**src/rtl/qbx_cfg.svh**
```systemverilog
// Constants for the quasi-bidirectional port expander.
// Operation
// RULE_01: Wrap identification bytes until master not-acknowledges.
// RULE_02: Not-acknowledge ends identification read, release data.
// RULE_03: Master: F8h, address, repeated start, F9h.
// RULE_04: No direction register; reads return live pins.
// RULE_05: Eight independent bits, written and read together.
// RULE_06: Zero bit keeps strong sink on continuously.
// RULE_07: Written one pulses strong pull-up during acknowledge.
// RULE_08: Write byte MSB first, applied after acknowledge.
// RULE_09: Any number of bytes; each replaces latch.
// RULE_10: Master writes one to input pins.
// RULE_11: Read sends port byte; acknowledge gives resample.
// RULE_12: Stop mid-byte keeps latch, discards partial byte.
// RULE_13: Every reset sets all latch bits to one.
// RULE_14: Power-on reset initialises latch and bus machine.
// RULE_15: Reset pin low holds defaults until high.
// RULE_16: Data edges while clock high are start, stop.
// RULE_17: Data stable while clock high, bit per pulse.
// RULE_18: Master starts only when bus idle.
// RULE_19: General call then 06h then stop resets.
// RULE_20: Identification: 12-bit maker, 9-bit part, 3-bit revision.
// RULE_21: Identification address byte matched ignoring its LSB.
// RULE_22: Synchronise bus and pins; sample pins at acknowledge.
// RULE_23: Separate sink, weak, strong outputs; never sink with strong.
`ifndef QBX_CFG_SVH
`define QBX_CFG_SVH
`define QBX_GCALL_ADDR  8'h00
`define QBX_SWRST_BYTE  8'h06
`define QBX_ID_WR_ADDR  8'hF8
`define QBX_ID_RD_ADDR  8'hF9
`define QBX_LATCH_RST   8'hFF
`define QBX_ID_LAST     2'h2
`define QBX_BIT_LAST    3'h7
`endif

```
**src/rtl/qbx_pkg.sv**
```systemverilog
// Types for the quasi-bidirectional port expander.
package qbx_pkg;
  typedef enum logic [6:0] {
    QBX_IDLE  = 7'h01,
    QBX_ADDR  = 7'h02,
    QBX_AACK  = 7'h04,
    QBX_WRX   = 7'h08,
    QBX_WACK  = 7'h10,
    QBX_TX    = 7'h20,
    QBX_MACK  = 7'h40
  } qbx_state_t;
  typedef enum logic [2:0] {
    QBX_M_PORT = 3'h1,
    QBX_M_GC   = 3'h2,
    QBX_M_IDW  = 3'h4
  } qbx_mode_t;
  typedef struct packed {
    logic [7:0] sink_en;
    logic [7:0] weak_en;
    logic [7:0] strong_en;
  } qbx_drive_t;
endpackage

```
**src/rtl/qbx_expander.sv**
```systemverilog
// Bus slave and port logic of the quasi-bidirectional port expander.
`timescale 1ns/10ps
`include "qbx_cfg.svh"
module qbx_expander
  import qbx_pkg::*;
#(
  parameter logic [6:0]  OWN_ADDR = 7'h20,
  parameter logic [11:0] ID_MAKER = 12'h5A5,  // Arbitrary value.
  parameter logic [8:0]  ID_PART  = 9'h0C3,   // Arbitrary value.
  parameter logic [2:0]  ID_REV   = 3'h1      // Arbitrary value.
) (
  // Clock, reset, enable
  input  wire logic       clock,
  input  wire logic       srst,
  input  wire logic       ce,
  input  wire logic       rst_pin_n,
  // Bus lines
  input  wire logic       scl_in,
  input  wire logic       sda_in,
  output logic            sda_oe_n,
  // Port pins
  input  wire logic [7:0] port_pin_in,
  output qbx_drive_t      drive
);
  logic [1:0] scl_s, sda_s, rstp_s;
  logic [7:0] pin_s1, pin_s2;
  logic       scl_d, sda_d;
  qbx_state_t state_r;
  qbx_mode_t  mode_r;
  logic [7:0] shift_r, tx_r, latch_r;
  logic [2:0] bit_r;
  logic [1:0] id_idx_r;
  logic       rd_r, id_ok_r, swrst_arm_r, ack_drv_r, pulse_r, byte_done_r;
  logic [7:0] strong_r;
  logic       scl_rise, scl_fall, start_c, stop_c, hold_rst;
  logic [7:0] rx_byte;
  logic [23:0] id_word;

  // Synchronisers; logic reads the second stage and the delayed SCL/SDA copies, never the first stage. [RULE_22]
  always_ff @(posedge clock) begin
    if (ce) begin
      scl_s  <= {scl_s[0], scl_in};
      sda_s  <= {sda_s[0], sda_in};
      rstp_s <= {rstp_s[0], rst_pin_n};
      pin_s1 <= port_pin_in;
      pin_s2 <= pin_s1;
      scl_d  <= scl_s[1];
      sda_d  <= sda_s[1];
    end
  end

  assign scl_rise = scl_s[1] & ~scl_d;
  assign scl_fall = ~scl_s[1] & scl_d;
  assign start_c  = scl_s[1] & scl_d & sda_d & ~sda_s[1];  // [RULE_16]
  assign stop_c   = scl_s[1] & scl_d & ~sda_d & sda_s[1];  // [RULE_16]
  assign rx_byte  = {shift_r[6:0], sda_s[1]};
  assign id_word  = {ID_MAKER, ID_PART, ID_REV};  // [RULE_20]
  // The pin reset is synchronous to keep a single reset style; it holds while low.
  assign hold_rst = srst | ~rstp_s[1];  // [RULE_14] [RULE_15]

  function automatic logic [7:0] id_byte(input logic [1:0] idx, input logic [23:0] w);
    logic [7:0] b;
    b = w[7:0];
    unique case (idx)
      2'h0:    b = w[23:16];
      2'h1:    b = w[15:8];
      default: b = w[7:0];
    endcase
    return b;
  endfunction

  // Bus state machine; bits are taken on SCL rise, SDA changed on SCL fall. [RULE_17]
  always_ff @(posedge clock) begin
    if (hold_rst) begin
      state_r     <= QBX_IDLE;
      mode_r      <= QBX_M_PORT;
      shift_r     <= 8'h00;
      tx_r        <= 8'h00;
      bit_r       <= 3'h0;
      byte_done_r <= 1'b0;
      id_idx_r    <= 2'h0;
      rd_r        <= 1'b0;
      id_ok_r     <= 1'b0;
      swrst_arm_r <= 1'b0;
      ack_drv_r   <= 1'b0;
      latch_r     <= `QBX_LATCH_RST;  // [RULE_13]
      pulse_r     <= 1'b0;
      strong_r    <= 8'h00;
    end else if (ce) begin
      if (stop_c) begin
        // A partial byte is simply dropped; the latch keeps its last acknowledged value.
        state_r   <= QBX_IDLE;  // [RULE_12]
        ack_drv_r <= 1'b0;
        // A stop may arrive while the clock is high, so the strong pulse ends here too.
        strong_r    <= 8'h00;
        pulse_r     <= 1'b0;
        byte_done_r <= 1'b0;
        id_ok_r   <= 1'b0;
        if (swrst_arm_r) begin
          latch_r <= `QBX_LATCH_RST;  // [RULE_19] [RULE_13]
        end
        swrst_arm_r <= 1'b0;
      end else if (start_c) begin
        // A repeated start cancels a pending software reset. [RULE_19]
        state_r     <= QBX_ADDR;
        bit_r       <= 3'h0;
        byte_done_r <= 1'b0;
        ack_drv_r   <= 1'b0;
        swrst_arm_r <= 1'b0;
      end else begin
        if (scl_rise && pulse_r) begin
          strong_r <= latch_r;  // [RULE_07]
        end
        if (scl_fall && pulse_r) begin
          strong_r <= 8'h00;  // [RULE_07]
          pulse_r  <= 1'b0;
        end
        unique case (state_r)
          QBX_IDLE: begin
            ack_drv_r <= 1'b0;
          end
          QBX_ADDR, QBX_WRX: begin
            // The fall that ends a start also finds bit_r at zero, so a flag marks a full byte.
            if (scl_rise) begin
              shift_r     <= rx_byte;
              bit_r       <= bit_r + 3'h1;
              byte_done_r <= (bit_r == `QBX_BIT_LAST);
            end
            if (scl_fall && byte_done_r) begin
              // Eight bits held; decide the acknowledge now.
              byte_done_r <= 1'b0;
              if (state_r == QBX_ADDR) begin
                rd_r <= shift_r[0];
                if (shift_r[7:1] == OWN_ADDR) begin
                  mode_r <= QBX_M_PORT;
                  id_ok_r <= 1'b0;
                  ack_drv_r <= 1'b1;
                  state_r <= QBX_AACK;
                end else if (shift_r == `QBX_GCALL_ADDR) begin
                  mode_r <= QBX_M_GC;
                  id_ok_r <= 1'b0;
                  ack_drv_r <= 1'b1;
                  state_r <= QBX_AACK;
                end else if (shift_r == `QBX_ID_WR_ADDR) begin
                  mode_r <= QBX_M_IDW;
                  ack_drv_r <= 1'b1;
                  state_r <= QBX_AACK;
                end else if (shift_r == `QBX_ID_RD_ADDR && id_ok_r) begin
                  id_idx_r <= 2'h0;
                  ack_drv_r <= 1'b1;
                  tx_r <= id_byte(2'h0, id_word);
                  state_r <= QBX_AACK;
                end else begin
                  state_r <= QBX_IDLE;
                  id_ok_r <= 1'b0;
                end
              end else begin
                unique case (mode_r)
                  QBX_M_PORT: begin
                    latch_r <= shift_r;  // [RULE_05] [RULE_08] [RULE_09]
                    pulse_r <= 1'b1;  // [RULE_07]
                    ack_drv_r <= 1'b1;
                    state_r <= QBX_WACK;
                  end
                  QBX_M_GC: begin
                    ack_drv_r <= (shift_r == `QBX_SWRST_BYTE) & ~swrst_arm_r;
                    swrst_arm_r <= (shift_r == `QBX_SWRST_BYTE) & ~swrst_arm_r;
                    state_r <= ((shift_r == `QBX_SWRST_BYTE) & ~swrst_arm_r) ? QBX_WACK
                                                                              : QBX_IDLE;
                  end
                  default: begin
                    ack_drv_r <= (shift_r[7:1] == OWN_ADDR);  // [RULE_21]
                    id_ok_r   <= (shift_r[7:1] == OWN_ADDR);
                    state_r   <= (shift_r[7:1] == OWN_ADDR) ? QBX_WACK : QBX_IDLE;
                  end
                endcase
              end
            end
          end
          QBX_AACK, QBX_WACK: begin
            if (scl_rise && state_r == QBX_AACK && rd_r && !id_ok_r) begin
              tx_r <= pin_s2;  // [RULE_04] [RULE_22] [RULE_11]
            end
            if (scl_fall) begin
              bit_r <= 3'h0;
              if (rd_r && state_r == QBX_AACK) begin
                ack_drv_r <= ~tx_r[7];
                state_r <= QBX_TX;
              end else begin
                ack_drv_r <= 1'b0;
                state_r <= QBX_WRX;
              end
            end
          end
          QBX_TX: begin
            if (scl_fall) begin
              bit_r <= bit_r + 3'h1;
              if (bit_r == `QBX_BIT_LAST) begin
                ack_drv_r <= 1'b0;
                state_r <= QBX_MACK;
              end else begin
                ack_drv_r <= ~tx_r[3'h6 - bit_r];
              end
            end
          end
          QBX_MACK: begin
            if (scl_rise) begin
              if (sda_s[1]) begin
                state_r <= QBX_IDLE;  // [RULE_02] [RULE_11]
                id_ok_r <= 1'b0;
              end else if (id_ok_r) begin
                id_idx_r <= (id_idx_r == `QBX_ID_LAST) ? 2'h0 : id_idx_r + 2'h1;  // [RULE_01]
                tx_r <= id_byte((id_idx_r == `QBX_ID_LAST) ? 2'h0 : id_idx_r + 2'h1,
                                id_word);
              end else begin
                tx_r <= pin_s2;  // [RULE_11]
              end
            end
            if (scl_fall && state_r == QBX_MACK) begin
              bit_r <= 3'h0;
              ack_drv_r <= ~tx_r[7];
              state_r <= QBX_TX;
            end
          end
          default: state_r <= QBX_IDLE;
        endcase
      end
    end
  end

  assign sda_oe_n = ~ack_drv_r;
  // Sink and strong pull-up use complementary latch bits, so they never overlap.
  assign drive.sink_en   = ~latch_r;  // [RULE_06] [RULE_23]
  assign drive.weak_en   = latch_r;
  assign drive.strong_en = strong_r & latch_r;  // [RULE_23]
endmodule

```
**config.mk**
```make
export PLATFORM = sky130hd
export DESIGN_NAME = qbx_expander
export DESIGN_NICKNAME = d
export VERILOG_FILES = /design/src/rtl/qbx_pkg.sv /design/src/rtl/qbx_expander.sv
export VERILOG_INCLUDE_DIRS = /design/src /design/src/rtl
export SDC_FILE = /design/constraint.sdc
export NUM_CORES = 1
export LEC_CHECK = 0
export ABC_AREA = 1
export BUFFER_PORTS_ARGS = -buffer_cell sky130_fd_sc_hd__buf_2
export CORE_MARGIN = 3
export CORE_UTILIZATION = 59
export CTS_CLUSTER_DIAMETER = 50
export CTS_CLUSTER_SIZE = 20
export DETAILED_ROUTE_END_ITERATION = 6
export GPL_ROUTABILITY_DRIVEN = 0
export PLACE_DENSITY_LB_ADDON = 0.2
export SYNTH_ARGS = -nofsm -noshare
export SYNTH_HDL_FRONTEND = slang
export SYNTH_SLANG_ARGS = --single-unit
```
**constraint.sdc**
```tcl
create_clock -name clock -period 2.1 [get_ports clock]
set_input_delay 0.315 -clock clock [delete_from_list [all_inputs] [get_ports clock]]
set_output_delay 0.315 -clock clock [all_outputs]
set_load 0.02 [all_outputs]
```
Word-level counts from Yosys, hierarchy flattened
Cells that the tools add are included.

Bits in registers: 77. Input bits: 14. Output and inout bits: 25. Logic and storage cells: 248.

$add $sub $neg: 3. Order comparisons: 1. Equality and inequality tests: 49. Mux-type cells: 109. Bitwise gates (word level): 22. Reduce and logical (&&, ||, !) cells: 43.

Operators by type and width (count): $mux W8 (21); $mux W7 (10); $mux W1 (43); $mux W3 (12); $pmux W7 S5 (1); $reduce_and A7 Y1 (4); $reduce_and A13 Y1 (2); $ne A2 B2 Y1 const B (12); $ne A3 B3 Y1 const B (8); $pmux W8 S3 (1); $reduce_bool A3 Y1 (7); $mux W2 (10); $ne A4 B4 Y1 const B (5); $eq A8 B8 Y1 const B (2); $eq A7 B6 Y1 const B (2); $pmux W7 S2 (1); $ne A6 B6 Y1 const B (2); $pmux W3 S4 (1); $not A1 Y1 (11); $mux W5 (2); $ne A5 B4 Y1 const B (2); $pmux W5 S2 (1); $reduce_and A5 Y1 (2); $logic_and A1 B1 Y1 (9); 42 further kinds (56).

Logic depth before layout (Yosys ltp)
Depth in word-level cells: 11. Depth in mapped cells: 14. Mapped depth without buffers: 14.

Worst setup path before layout
No wires, ideal clock.

Kind: register to register. Start point: register scl_s[1]. End point: register tx_r[4]. Setup time: 0.113 ns. Arrival time: 1.596 ns. Required time: 1.987 ns. Setup slack: 0.391 ns. Cell stages (with the launch flop): 14. Path buffers: 1. Period minus slack after synthesis: 1.709 ns. Cells stage by stage: edfxtp_1 -> nand2_2 -> nor2_1 -> nand2_1 -> nand2_1 -> nor2_2 -> nand2_1 -> nand2_1 -> nand2_2 -> nor2_4 -> buf_6 -> nand2_1 -> nand2_1 -> nor2_1.

Word-level cells in the longest chain between the ends: 6. Elaborated cells between the ends (all ways): 18. Those cells by class: eq/ne: 3; bitwise: 10; reduce/logical: 5.

Ends and longest elaborated chain: start: declaration (RTL line qbx_expander.sv:25) `logic [1:0] scl_s, sda_s, rstp_s;`; start signal: assignment (RTL line qbx_expander.sv:42) `scl_s <= {scl_s[0], scl_in};`; $and A1 B1 Y1 (RTL line qbx_expander.sv:52) `assign scl_rise = scl_s[1] & ~scl_d;`; $logic_and A1 B1 Y1 (3 in a row) (RTL line qbx_expander.sv:181) `if (scl_rise && state_r == QBX_AACK && rd_r && !id_ok_r) begin`; $ne A2 B2 Y1 (no source line); $reduce_and A13 Y1 (no source line) (*); end signal: assignment (RTL line qbx_expander.sv:182) `tx_r <= pin_s2;`; end signal: assignment (RTL line qbx_expander.sv:213) `` tx_r <= id_byte((id_idx_r == `QBX_ID_LAST) ? 2'h0 : id_idx_r + 2'h1, ``; end signal: assignment (RTL line qbx_expander.sv:216) `tx_r <= pin_s2;`; end: declaration (RTL line qbx_expander.sv:30) `logic [7:0] shift_r, tx_r, latch_r;`.

Mark *: on every way between the ends. The rest lies on a longest branch, timed or not. A chain may end at the register's enable or synchronous reset.

Final worst setup path
Start point: register state_r[2]. End point: register tx_r[5].

Word-level cells in the longest chain between the ends: 6. Elaborated cells between the ends (all ways): 22. Those cells by class: eq/ne: 14; mux: 1; reduce/logical: 7.

Ends and longest elaborated chain: start: declaration (RTL line qbx_expander.sv:28) `qbx_state_t state_r;`; start signal: assignment (RTL line qbx_expander.sv:168) `` state_r <= ((shift_r == `QBX_SWRST_BYTE) & ~swrst_arm_r) ? QBX_WACK ``; start signal: assignment (RTL line qbx_expander.sv:174) `state_r <= (shift_r[7:1] == OWN_ADDR) ? QBX_WACK : QBX_IDLE;`; $eq A7 B3 Y1 (RTL line qbx_expander.sv:118, qbx_expander.sv:181); $logic_and A1 B1 Y1 (3 in a row) (RTL line qbx_expander.sv:181); $ne A2 B2 Y1 (no source line); $reduce_and A13 Y1 (no source line).

Parallel ways exist; a longest one is shown, timed or not.

==> impl_metrics.py <==
metrics = {
    "worst_setup_path": {
        "path_cells": "nor2_4 -> nand4_1 -> nand2_1 -> o21ai_2 -> nand2_2 -> nor2_4 -> buf_4 -> o21ai_0 -> nor2_1",
        "r2r_cells": 9,
        "cp-start-kind": "flip-flop",
        "arrival_ps": 2160,
        "crit_type": "reg -> reg",
        "end_kind": "flip-flop",
        "crit_fanout": 6,
        "cpMostUsedCell": "nor2_4",
        "crit_family": "simple AND/OR/NAND/NOR gates",
        "critical-path-max-stage-delay_ps": 360,
        "critPathBufInv": 1,
        "path_depth": 9,
        "reg2reg_slack_ps": 180,
        "critPathSlowestCell": "dfxtp_1",
        "cp.required_ps": 2340,
    },
    "logic_synthesis": {
        "synth_seq_area_share_pct": 45.6,
        "synth_cell_types": 40,
        "syn_inst": 514,
        "postSynth.asyncResetShare_pct": 0,
        "synth_area_mm2": 0.00391,
        "yosysWarnings": 0,
        "synth-seq-cells": 77,
        "synth_top_cells_by_area": "dfxtp_1 27%, edfxtp_1 18%, nand2_1 11%",
        "synth_top_flop_cell": "dfxtp_1",
        "synth_fp_nets": 531,
        "synth_edf_count": 24,
        "syn_avg_cell_area_um2": 7.61,
        "synth_top_area_cell": "dfxtp_1",
        "synth_top_area_share_pct": 27.1,
    },
    "route": {
        "vias_per_cell": 5.58,
        "drc": 0,
        "vias": 3620,
        "totalWireLength_um": 9110,
        "drt_iter0_drc": 305,
        "avgRoutedWirePerCell_um": 14.0,
        "dr.pass1.iters": 6,
        "antenna_left": 0,
    },
    "floorplanning": {
        "ioPinCount": 39,
        "initial_core_util_pct": 61.2,
        "rows": 29,
        "dieHeight_um": 87.4,
        "fp.dieArea_mm2": 0.00764,
        "die_w_um": 87.4,
        "fp.coreArea_mm2": 0.00639,
    },
    "hold_path": {
        "hold_depth": 1,
        "hold_class": "in -> reg",
    },
    "clock_tree": {
        "htree_levels": 3,
        "root_buffer": "clkbuf_8",
        "clkTransAtPathRegs_ps": 80,
        "cts_made_buffers": 9,
        "cts_sinks": 77,
        "cts_tree": "yes",
        "clock_latency_ps": 350,
        "cts.path.max_buffers": 2,
        "cts_hold_buffers": 0,
    },
    "power": {
        "p_sw_mw": 0.735,
        "vdd_drop_max_mv": 0.646,
        "power_per_cell_area_mw_per_mm2": 706,
        "power.internal_mw": 2.44,
        "cellLeakagePower_nw": 1.98,
        "power_frac_comb_pct": 6.7,
        "sw_frac_of_total_pct": 23.1,
        "clockPowerShare_pct": 42.7,
        "power_frac_seq_pct": 50.5,
    },
    "sta": {
        "setup_viol": 0,
        "finalMaxSlewViolations": 0,
        "holdWs_ps": 140,
        "min_period_over_period_pct": 91.5,
        "hold_viol": 0,
        "min_period_ps": 1920,
        "fin_skew_ps": 9.73,
        "max_slew_margin_pct": 75.0,
        "max_slew.worst_pin.slew_ps": 374,
        "tns_ps": 0,
        "clock.fmax_ghz": 0.521,
    },
    "placed_design": {
        "dp.cells": 626,
        "dp_hpwl_um": 6680,
        "place_area_mm2": 0.00420,
        "io_buffers": 38,
    },
    "final_layout": {
        "final_cells": 649,
        "drive_above_1_share_pct": 20.1,
        "area_growth_pct": 15.1,
        "diodes": 0,
        "layout_common_cells": "116 x nand2_1, 64 x nor2_1, 53 x dfxtp_1",
        "nNetsFinal": 584,
        "design_area_mm2": 0.00450,
        "final_common_cell": "nand2_1",
    },
    "global_route": {
        "grtUsageTotal_pct": 25.2,
        "antenna_found_initial": 0,
        "overflow": 0,
        "grt_pass1_vias": 3387,
        "grt_max_degree": 25,
        "grt_pass1_wl_um": 15300,
    },
    "run_status": {
        "status": "completed",
    },
    "flow_run": {
        "drv_cap": 0,
    },
}
timing repair:
action	4_1_cts	5_1_grt
endpoints found under the setup margin	0	12
resized for setup	0	2
buffers inserted	0	6
routing by layer:
| layer | vias to the layer above | global-route usage (%) | part of all wire, % |
|---|---|---|---|
| met3 | 27 | 6.34 | 6.3 |
| met2 | 141 | 38.5 | 46 |
| met4 | 0 | 8.65 | 2.3 |
| li1 | 1803 | - | - |
| met5 | - | 0 | 0 |
| met1 | 1649 | 34.7 | 45 |
cells in the mapped netlist (2+ instances only):
master,number
o21ai_0,33
buf_6,2
o21ai_2,2
nand3_2,4
nand2_1,117
or2_2,2
inv_1,51
nor2_2,9
nor3_2,2
nand3_1,34
nand2_2,7
nor2_1,65
nor2_4,6
nor4_1,2
nor3_1,7
and2_1,2
a21oi_1,41
ha_1,3
nand4_1,7
edfxtp_1,24
inv_2,6
dfxtp_1,53
o211ai_1,10
clkbuf_1,6
inv_4,2
nand3b_1,3
stage by stage:
stage	util, %	total power, mW	setup slack (ps)
after CTS	69.6	3.18	118
after global routing	70.5	3.29	-25.7
after floorplan	-	1.78	391
after detailed placement	65.7	1.85	153
after global placement	65.7	1.84	231
final	70.5	3.18	179
state kept, by name, indices dropped and copies added, names as in the netlist:
signal and flops:
ack_drv_r 1, bit_r 3, byte_done_r 1, id_idx_r 2, id_ok_r 1, latch_r 8, mode_r 3, pin_s1 8
pin_s2 8, pulse_r 1, rd_r 1, rstp_s 2, scl_d 1, scl_s 2, sda_d 1, sda_s 2
shift_r 8, state_r 7, strong_r 8, swrst_arm_r 1, tx_r 8
area by class of cell:
type                    instances  area, µm²
fillers                       521       1880
clock inverters                 7        123
inverters                      60        230
multi-input cells             369       1870
flip-flops and latches         77       1780
clock buffers                   9        124
repair buffers                 50        280
well taps                      77       96.3
path summary, 6_finish.rpt:
check                                    start   endpoint
worst max register to register      state_r[2]    tx_r[5]
worst max-delay path                state_r[2]    tx_r[5]
worst min-delay path            port_pin_in[6]  pin_s1[6]
worst min register to register        scl_s[0]   scl_s[1]
worst reg2reg max path, stage by stage, from the launching register on:
cell and delay (ps):
dfxtp_1 360, nor2_4 210, nand4_1 280, nand2_1 310, o21ai_2 110, nand2_2 140, nor2_4 70, buf_4 140
o21ai_0 140, nor2_1 50
power groups by stage:
stage / clock network (mW) / logic [mW] / registers (mW)
finish: 1.36 / 0.214 / 1.61
global route: 1.44 / 0.241 / 1.61
CTS: 1.37 / 0.208 / 1.61
detailed placement: 0 / 0.207 / 1.64
global placement: 0 / 0.202 / 1.64
floorplan: 0 / 0.142 / 1.63
cells by family (layout without fill, tap and decap cells):
family                   after synthesis  in the layout  synth area share [%]
AND/OR/NAND/NOR                      273            274                  33.3
flip-flops                            77             77                  45.6
adder cells (fa/ha/maj)                3              3                 0.960
AO/OA/AOI/OAI                         92             92                  13.1
buffers and inverters                 69            126                  7.13
(Power assumes the default switching activity.)
